<file path="config.mk">
export PLATFORM = sky130hd
export DESIGN_NAME = t8oc_top
export DESIGN_NICKNAME = d
export VERILOG_FILES = /design/src/rtl/t8oc_top.v
export VERILOG_INCLUDE_DIRS = /design/src /design/src/common
export SDC_FILE = /design/constraint.sdc
export NUM_CORES = 1
export LEC_CHECK = 0
export ABC_AREA = 1
export BUFFER_PORTS_ARGS = -buffer_cell sky130_fd_sc_hd__buf_4
export CAP_MARGIN = 25
export CORE_UTILIZATION = 49
export DETAILED_ROUTE_END_ITERATION = 10
export MAX_ROUTING_LAYER = met4
export PLACE_DENSITY_LB_ADDON = 0.08
export SYNTH_ARGS = -nofsm -noshare
export SYNTH_HDL_FRONTEND = slang
export SYNTH_SLANG_ARGS = --single-unit
</file>
<file path="constraint.sdc">
create_clock -name ref_clk_i -period 1.7 [get_ports ref_clk_i]
set_clock_uncertainty 0.1 [all_clocks]
set_input_delay 0.085 -clock ref_clk_i [delete_from_list [all_inputs] [get_ports ref_clk_i]]
set_output_delay 0.085 -clock ref_clk_i [all_outputs]
set_load 0.01 [all_outputs]
</file>
<file path="src/common/t8oc_defines.vh">
// Register offsets, field positions, encodings and reset values of the compare unit
`ifndef T8OC_DEFINES_VH
`define T8OC_DEFINES_VH

// ----------------------------------------------------------------
// Register byte offsets
// ----------------------------------------------------------------
`define T8OC_ADDR_CTRL 8'h00
`define T8OC_ADDR_COUNT 8'h04
`define T8OC_ADDR_COMPARE 8'h08
`define T8OC_ADDR_FLAGS 8'h0C
`define T8OC_ADDR_IRQEN 8'h10
`define T8OC_ADDR_STATUS 8'h14

// ----------------------------------------------------------------
// Control register fields
// ----------------------------------------------------------------
`define T8OC_CTRL_WAVE_LSB 0
`define T8OC_CTRL_WAVE_MSB 1
`define T8OC_CTRL_ACT_LSB 2
`define T8OC_CTRL_ACT_MSB 3
`define T8OC_CTRL_CLK_LSB 4
`define T8OC_CTRL_CLK_MSB 6
`define T8OC_CTRL_FORCE_BIT 7

// ----------------------------------------------------------------
// Flag, enable and status bits
// ----------------------------------------------------------------
`define T8OC_OVF_BIT 0
`define T8OC_MATCH_BIT 1
`define T8OC_STAT_OUT_BIT 0
`define T8OC_STAT_DIR_BIT 1
`define T8OC_STAT_BLOCK_BIT 2

// ----------------------------------------------------------------
// Encodings
// ----------------------------------------------------------------
`define T8OC_WAVE_NORMAL 2'h0
`define T8OC_WAVE_PHASE 2'h1
`define T8OC_WAVE_CLRMATCH 2'h2
`define T8OC_WAVE_FAST 2'h3
`define T8OC_ACT_NONE 2'h0
`define T8OC_ACT_TOGGLE 2'h1
`define T8OC_ACT_CLEAR 2'h2
`define T8OC_ACT_SET 2'h3
`define T8OC_CLK_STOP 3'h0
`define T8OC_CLK_DIRECT 3'h1

// ----------------------------------------------------------------
// Counter limits and reset values
// ----------------------------------------------------------------
`define T8OC_BOTTOM 8'h00
`define T8OC_MAX 8'hFF
`define T8OC_RST_BYTE 8'h00

`endif

</file>
<file path="src/rtl/t8oc_top.v">
// Output compare unit of an 8-bit timer/counter with APB register access
//
// Design decisions made here: the placing of the registers and the APB interface to the registers.
`timescale 1ns/1ns
`default_nettype none
`include "t8oc_defines.vh"

module t8oc_top
(
  input wire ref_clk_i,
  input wire arst_n_i,
  input wire psel_i,
  input wire penable_i,
  input wire pwrite_i,
  input wire [7:0] paddr_i,
  input wire [31:0] pwdata_i,
  output reg [31:0] prdata_o,
  output wire pready_o,
  output wire pslverr_o,
  input wire prescale_tick_i,
  input wire global_irq_en_i,
  input wire compare_irq_ack_i,
  input wire overflow_irq_ack_i,
  input wire port_data_i,
  input wire port_dir_i,
  output wire compare_irq_o,
  output wire overflow_irq_o,
  output wire pin_o,
  output wire pin_oe_o
);

  // ----------------------------------------------------------------
  // Register state
  // ----------------------------------------------------------------
  reg [1:0] wave_mode_q;
  reg [1:0] out_action_q;
  reg [2:0] clk_sel_q;
  reg [7:0] count_q;
  reg [7:0] count_d;
  reg [7:0] cmp_active_q;
  reg [7:0] cmp_active_d;
  reg [7:0] cmp_buffer_q;
  reg [7:0] cmp_buffer_d;
  reg match_flag_q;
  reg match_flag_d;
  reg ovf_flag_q;
  reg ovf_flag_d;
  reg match_irq_en_q;
  reg ovf_irq_en_q;
  reg block_q;
  reg block_d;
  reg down_q;
  reg down_d;
  reg cmp_out_q;
  reg cmp_out_d;

  // ----------------------------------------------------------------
  // Decoding helpers
  // ----------------------------------------------------------------
  function is_pwm;
    input [1:0] mode;
    begin
      is_pwm = (mode == `T8OC_WAVE_PHASE) || (mode == `T8OC_WAVE_FAST);
    end
  endfunction

  function is_mapped;
    input [7:0] addr;
    begin
      is_mapped = (addr == `T8OC_ADDR_CTRL) || (addr == `T8OC_ADDR_COUNT) ||
        (addr == `T8OC_ADDR_COMPARE) || (addr == `T8OC_ADDR_FLAGS) ||
        (addr == `T8OC_ADDR_IRQEN) || (addr == `T8OC_ADDR_STATUS);
    end
  endfunction

  // Output state after a match with a given action; zero keeps it
  function act_apply;
    input [1:0] act;
    input cur;
    begin
      case (act)
        `T8OC_ACT_TOGGLE: act_apply = ~cur;
        `T8OC_ACT_CLEAR: act_apply = 1'b0;
        `T8OC_ACT_SET: act_apply = 1'b1;
        default: act_apply = cur;
      endcase
    end
  endfunction

  // ----------------------------------------------------------------
  // Bus decode
  // ----------------------------------------------------------------
  wire access_w = psel_i & penable_i;
  wire wr_en = access_w & pwrite_i & is_mapped(paddr_i);
  wire wr_ctrl = wr_en & (paddr_i == `T8OC_ADDR_CTRL);
  wire wr_count = wr_en & (paddr_i == `T8OC_ADDR_COUNT);
  wire wr_cmp = wr_en & (paddr_i == `T8OC_ADDR_COMPARE);
  wire wr_flags = wr_en & (paddr_i == `T8OC_ADDR_FLAGS);
  wire wr_irqen = wr_en & (paddr_i == `T8OC_ADDR_IRQEN);

  // Zero wait states keeps the core simple; unmapped access answers an error
  assign pready_o = 1'b1;
  assign pslverr_o = access_w & ~is_mapped(paddr_i);

  // ----------------------------------------------------------------
  // Timer tick and compare
  // ----------------------------------------------------------------
  wire pwm_w = is_pwm(wave_mode_q);
  // Stopped source yields no tick at all
  wire tick = (clk_sel_q == `T8OC_CLK_STOP) ? 1'b0 :
    (clk_sel_q == `T8OC_CLK_DIRECT) ? 1'b1 : prescale_tick_i;
  wire equal_w = (count_q == cmp_active_q);
  // A blocked tick sees no match at all
  wire match_tick = tick & equal_w & ~block_q;
  wire at_max = (count_q == `T8OC_MAX);
  wire at_bottom = (count_q == `T8OC_BOTTOM);
  wire force_w = wr_ctrl & pwdata_i[`T8OC_CTRL_FORCE_BIT] & ~pwm_w;

  // ----------------------------------------------------------------
  // Counter
  // ----------------------------------------------------------------
  always @*
  begin
    count_d = count_q;
    down_d = down_q;
    ovf_flag_d = ovf_flag_q;
    // Service acknowledge and write-one clear first, so a set in the same cycle wins
    if (overflow_irq_ack_i | (wr_flags & pwdata_i[`T8OC_OVF_BIT]))
      ovf_flag_d = 1'b0;
    if (tick)
    begin
      case (wave_mode_q)
        `T8OC_WAVE_CLRMATCH:
        begin
          if (equal_w & ~block_q)
          begin
            count_d = `T8OC_BOTTOM;
          end
          else
          begin
            // A top written below the count waits for the wrap
            count_d = count_q + 8'h01;
            if (at_max)
            begin
              ovf_flag_d = 1'b1;
            end
          end
        end
        `T8OC_WAVE_PHASE:
        begin
          // Dual slope, turning at both ends
          if (down_q)
          begin
            if (at_bottom)
            begin
              down_d = 1'b0;
              count_d = count_q + 8'h01;
            end
            else
            begin
              count_d = count_q - 8'h01;
              if (count_q == 8'h01)
              begin
                ovf_flag_d = 1'b1;
              end
            end
          end
          else if (at_max)
          begin
            down_d = 1'b1;
            count_d = count_q - 8'h01;
          end
          else
          begin
            count_d = count_q + 8'h01;
          end
        end
        default:
        begin
          // Normal and fast PWM count up and wrap
          count_d = count_q + 8'h01;
          if (at_max)
          begin
            ovf_flag_d = 1'b1;
          end
        end
      endcase
    end
    if (~is_pwm(wave_mode_q) | (wave_mode_q == `T8OC_WAVE_FAST))
    begin
      down_d = 1'b0;
    end
    if (wr_count)
      count_d = pwdata_i[7:0];
  end

  // ----------------------------------------------------------------
  // Match flag and blocking
  // ----------------------------------------------------------------
  always @*
  begin
    match_flag_d = match_flag_q;
    if (compare_irq_ack_i | (wr_flags & pwdata_i[`T8OC_MATCH_BIT]))
      match_flag_d = 1'b0;
    if (match_tick)
      match_flag_d = 1'b1;
    block_d = block_q;
    if (tick)
      block_d = 1'b0;
    // Block holds until a tick has passed, even when stopped
    if (wr_count)
      block_d = 1'b1;
  end

  // ----------------------------------------------------------------
  // Compare register, buffered in PWM modes
  // ----------------------------------------------------------------
  always @*
  begin
    cmp_active_d = cmp_active_q;
    cmp_buffer_d = cmp_buffer_q;
    if (pwm_w)
    begin
      // Update at the turn of the count only, avoiding odd pulses
      if (tick & at_max & ~down_q)
      begin
        cmp_active_d = cmp_buffer_q;
      end
      if (wr_cmp)
      begin
        cmp_buffer_d = pwdata_i[7:0];
      end
    end
    else if (wr_cmp)
    begin
      cmp_active_d = pwdata_i[7:0];
      cmp_buffer_d = pwdata_i[7:0];
    end
  end

  // ----------------------------------------------------------------
  // Waveform state
  // ----------------------------------------------------------------
  always @*
  begin
    cmp_out_d = cmp_out_q;
    case (wave_mode_q)
      `T8OC_WAVE_FAST:
      begin
        if (match_tick)
        begin
          cmp_out_d = act_apply(out_action_q, cmp_out_q);
        end
        else if (tick & at_max)
        begin
          if (out_action_q == `T8OC_ACT_CLEAR)
          begin
            cmp_out_d = 1'b1;
          end
          else if (out_action_q == `T8OC_ACT_SET)
          begin
            cmp_out_d = 1'b0;
          end
        end
      end
      `T8OC_WAVE_PHASE:
      begin
        if (match_tick & out_action_q[1])
        begin
          // Clear going up, set going down; action three inverts
          cmp_out_d = down_q ^ out_action_q[0];
        end
      end
      default:
      begin
        if (force_w)
        begin
          // Forced match touches only the output
          cmp_out_d = act_apply(pwdata_i[`T8OC_CTRL_ACT_MSB:`T8OC_CTRL_ACT_LSB], cmp_out_q);
        end
        else if (match_tick)
        begin
          cmp_out_d = act_apply(out_action_q, cmp_out_q);
        end
      end
    endcase
  end

  // ----------------------------------------------------------------
  // State registers
  // ----------------------------------------------------------------
  always @(posedge ref_clk_i or negedge arst_n_i)
  begin
    if (!arst_n_i)
    begin
      wave_mode_q <= `T8OC_WAVE_NORMAL;
      out_action_q <= `T8OC_ACT_NONE;
      clk_sel_q <= `T8OC_CLK_STOP;
      count_q <= `T8OC_RST_BYTE;
      cmp_active_q <= `T8OC_RST_BYTE;
      cmp_buffer_q <= `T8OC_RST_BYTE;
      match_flag_q <= 1'b0;
      ovf_flag_q <= 1'b0;
      match_irq_en_q <= 1'b0;
      ovf_irq_en_q <= 1'b0;
      block_q <= 1'b0;
      down_q <= 1'b0;
      cmp_out_q <= 1'b0;
    end
    else
    begin
      if (wr_ctrl)
      begin
        wave_mode_q <= pwdata_i[`T8OC_CTRL_WAVE_MSB:`T8OC_CTRL_WAVE_LSB];
        out_action_q <= pwdata_i[`T8OC_CTRL_ACT_MSB:`T8OC_CTRL_ACT_LSB];
        clk_sel_q <= pwdata_i[`T8OC_CTRL_CLK_MSB:`T8OC_CTRL_CLK_LSB];
      end
      if (wr_irqen)
      begin
        match_irq_en_q <= pwdata_i[`T8OC_MATCH_BIT];
        ovf_irq_en_q <= pwdata_i[`T8OC_OVF_BIT];
      end
      count_q <= count_d;
      cmp_active_q <= cmp_active_d;
      cmp_buffer_q <= cmp_buffer_d;
      match_flag_q <= match_flag_d;
      ovf_flag_q <= ovf_flag_d;
      block_q <= block_d;
      down_q <= down_d;
      cmp_out_q <= cmp_out_d;
    end
  end

  // ----------------------------------------------------------------
  // Read data, captured in the setup phase
  // ----------------------------------------------------------------
  always @(posedge ref_clk_i or negedge arst_n_i)
  begin
    if (!arst_n_i)
    begin
      prdata_o <= 32'h0000_0000;
    end
    else if (psel_i & ~penable_i & ~pwrite_i)
    begin
      case (paddr_i)
        `T8OC_ADDR_CTRL:
          prdata_o <= {25'h000_0000, clk_sel_q, out_action_q, wave_mode_q};
        `T8OC_ADDR_COUNT:
          prdata_o <= {24'h00_0000, count_q};
        `T8OC_ADDR_COMPARE:
          prdata_o <= {24'h00_0000, (pwm_w ? cmp_buffer_q : cmp_active_q)};
        `T8OC_ADDR_FLAGS:
          prdata_o <= {30'h0000_0000, match_flag_q, ovf_flag_q};
        `T8OC_ADDR_IRQEN:
          prdata_o <= {30'h0000_0000, match_irq_en_q, ovf_irq_en_q};
        `T8OC_ADDR_STATUS:
          prdata_o <= {29'h0000_0000, block_q, down_q, cmp_out_q};
        default:
          prdata_o <= 32'h0000_0000;
      endcase
    end
  end

  // ----------------------------------------------------------------
  // Interrupt requests and pin override
  // ----------------------------------------------------------------
  assign compare_irq_o = match_flag_q & match_irq_en_q & global_irq_en_i;
  assign overflow_irq_o = ovf_flag_q & ovf_irq_en_q & global_irq_en_i;
  // Override holds in every mode; direction stays with the port
  assign pin_o = (out_action_q != `T8OC_ACT_NONE) ? cmp_out_q : port_data_i;
  assign pin_oe_o = port_dir_i;

endmodule // t8oc_top
`default_nettype wire

</file>
==> metrics.yaml <==
synthesis:
  syn_inst: 507
  synth-simple-area-share_pct: 29.2
  syn_area_mm2: 0.00340
  synth_top_family_by_area: "simple AND/OR/NAND/NOR gates"
  yosysSeqAreaShare_pct: 33.8
  ys_ff_latch: 46
  synth_fa_ha_area_share_pct: 2.58
  muxShareOfSynthArea_pct: 0
  yosysWarnings: 0
  yosysUniqueCellTypes: 34
  synth_xor_xnor_area_share_pct: 2.58
  avgSynthCellArea_um2: 6.71
  synth_compound_area_share_pct: 15.0
pwr:
  leakage_nw: 2.61
  power_density_mw_per_mm2: 609
  p_switching_mw: 1.01
  internal_power_mw: 1.92
  power_frac_comb_pct: 32.6
  vdd_drop_max_uv: 407
  swShare_pct: 34.5
  seq_power_share_pct: 41.4
  pwr-share-clk_pct: 26.0
cts:
  cts.sinks: 46
  cts_root_buffer: "clkbuf_8"
  cts_tree: "done"
  numCtsBuffers: 5
  clock_path_buffers: 2
  clkLatencyLatePin_ns: 0.31
  h-tree-depth: 2
  clkTransAtPathRegs_ns: 0.09
setup_path:
  endpoint_kind: "register"
  arrival_ns: 1.94
  path_class: "register to register"
  cp-start-kind: "register"
  critPathMaxFanout: 7
  cp.required_ns: 1.81
grt:
  grt_pass1_vias: 3464
  track_usage_pct: 31.9
  grt_pass1_wl_mm: 17.2
  antenna_found_initial: 0
  grt_max_degree: 47
  grt_overflow: 0
status:
  violations: "hold timing, setup timing"
  status: "complete, but fails checks"
routing:
  drc: 0
  dr.pass1.iters: 5
  totalWireLength_mm: 11.3
  avgRoutedWirePerCell_um: 15.9
  via_count: 3767
  initialDrtViolationCount: 247
  ant_nets: 0
  viasPerCell: 5.28
sta:
  drv_slew: 0
  holdWs_ns: -0.00209
  rsz0062_at_grt: "true"
  fmax_mhz: 545
  setup_viol: 18
  finalCritPeriodShare_pct: 108
  min_period_ns: 1.83
  fin_ws_ns: -0.134
  worst_pin_slew_ns: 0.616
  fin_setup_tns_ns: -1.35
  slew_headroom_pct: 58.9
  hold_viol: 1
min_path:
  hold_class: "input pin to register"
floorplanning:
  core_mm2: 0.00653
  fp.dieH_um: 85.3
  pin_count: 89
  fp.dieW_um: 85.3
  start_util_pct: 52.1
  die_area_mm2: 0.00728
  num_rows: 29
cells_and_area:
  area_delta_synth_final_pct: 41.3
  finish.utilization_pct: 73.6
  final_nets: 693
  antenna_cells: 0
  final_common_cell: "nand2_1"
  fillCellCount: 530
  layout.cells.most_common_list: "134 x nand2_1, 126 x buf_4, 63 x inv_1, 39 x dfrtp_1, 28 x o21ai_0"
  fin_cells: 713
  drive_gt1_share_pct: 34.6
place:
  place_hpwl_mm: 8.20
  dp_worst_setup_slack_ns: -0.164
  portBuffers: 37
  placed_cells_incl_taps: 683
  gp_congestion: 1.00
run:
  drv_cap: 0
## kinds of logic after synthesis
logic type,count (synthesis)
AND/OR/NAND/NOR,233
buffers and inverters,116
AO/OA/AOI/OAI,93
flip-flops,46
XOR/XNOR,10
adder cells (fa/ha/maj),7
other,2
## metrics by stage
step | cell area (um2) | total power, mW
after floorplan | 3500 | 1.64
after global placement | 4200 | 1.96
after detailed placement | 4200 | 1.98
after CTS | 4560 | 2.79
after global routing | 4800 | 3.07
final | 4800 | 2.93
## path summary, 6_finish.rpt
path,from,endpoint,slack [ns],cells after the start
setup reg to reg,count_q[0],count_q[6],-0.13,11
max in group asynchronous,arst_n_i,is_pwm.mode[0],0.82,2
setup / recovery,count_q[0],count_q[6],-0.13,11
hold / removal,pwdata_i[5],count_q[5],-0.002,5
min in group asynchronous,arst_n_i,prdata_o[3],0.22,2
hold reg to reg,prdata_o[2],prdata_o[2],0.39,2
## critical path: stages, from the launching register on
cell	delay [ns]
dfrtp_2	0.45
ha_4	0.18
nand3_4	0.09
nor3_4	0.20
nand3_2	0.13
nand3_1	0.12
nand3_2	0.09
buf_6	0.15
nand2_1	0.06
nand2_1	0.04
nand2_1	0.05
nand2_1	0.05
## area by class of cell
cell class / count / area (um2) / share of cell area [%]
well taps: 77 / 96.3 / 2.01
clock inverters: 2 / 16.3 / 0.339
clock buffers: 6 / 82.6 / 1.72
inverters: 77 / 294 / 6.12
multi-input cells: 369 / 2070 / 43.1
repair buffers: 136 / 1090 / 22.6
flip-flops and latches: 46 / 1160 / 24.1
## registers in the layout, indices dropped and copies added (netlist names)
name / cells
block_q: 1
clk_sel_q: 3
cmp_active_q: 8
cmp_buffer_q: 8
cmp_out_q: 1
count_q: 8
down_q: 1
is_pwm.mode: 2
match_flag_q: 1
match_irq_en_q: 1
out_action_q: 2
ovf_flag_q: 1
ovf_irq_en_q: 1
prdata_o: 8
## cell usage after synthesis, drive strengths merged
cell / n / area, um2
nor3: 9 / 50.1
clkbuf: 5 / 18.8
o31ai: 1 / 7.51
nor2: 34 / 143
dfrtp: 46 / 1150
o21a: 8 / 60.1
conb: 2 / 7.51
xnor2: 1 / 8.76
nor4: 3 / 33.8
o22ai: 6 / 37.5
ha: 7 / 87.6
o21ai: 62 / 318
xor2: 9 / 78.8
nand2: 158 / 613
nand4: 3 / 18.8
a21oi: 14 / 70.1
buf: 34 / 254
o2111ai: 2 / 17.5
and2: 1 / 6.26
inv: 77 / 289
nand3: 25 / 130
## power by group through the flow
stage	clock network [mW]	registers, mW	logic [mW]
2_1_floorplan	0	1.18	0.453
3_3_place_gp	0	1.19	0.772
3_5_place_dp	0	1.20	0.781
4_1_cts	0.767	1.18	0.837
5_1_grt	0.809	1.21	1.05
6_report	0.761	1.21	0.953
## per-layer routing
metal / GRT usage [%] / vias to the layer above / part of all wire [%]
li1: - / 1808 / -
met1: 42.2 / 1761 / 43
met2: 48.9 / 165 / 48
met3: 5.35 / 33 / 6.6
met4: 12.4 / 0 / 2.9
met5: - / - / 0
## timing repair
| item | in CTS | in global routing |
|---|---|---|
| endpoints found under the setup margin | 23 | 28 |
| buffers inserted | 5 | 10 |
| pin swaps | 8 | 24 |
| resized for setup | 47 | 53 |
| hold buffers | 5 | 0 |
| hold endpoints to repair | 50 | 0 |
| cloned | 2 | 1 |
No activity file was read; power rests on OpenSTA's default activity.
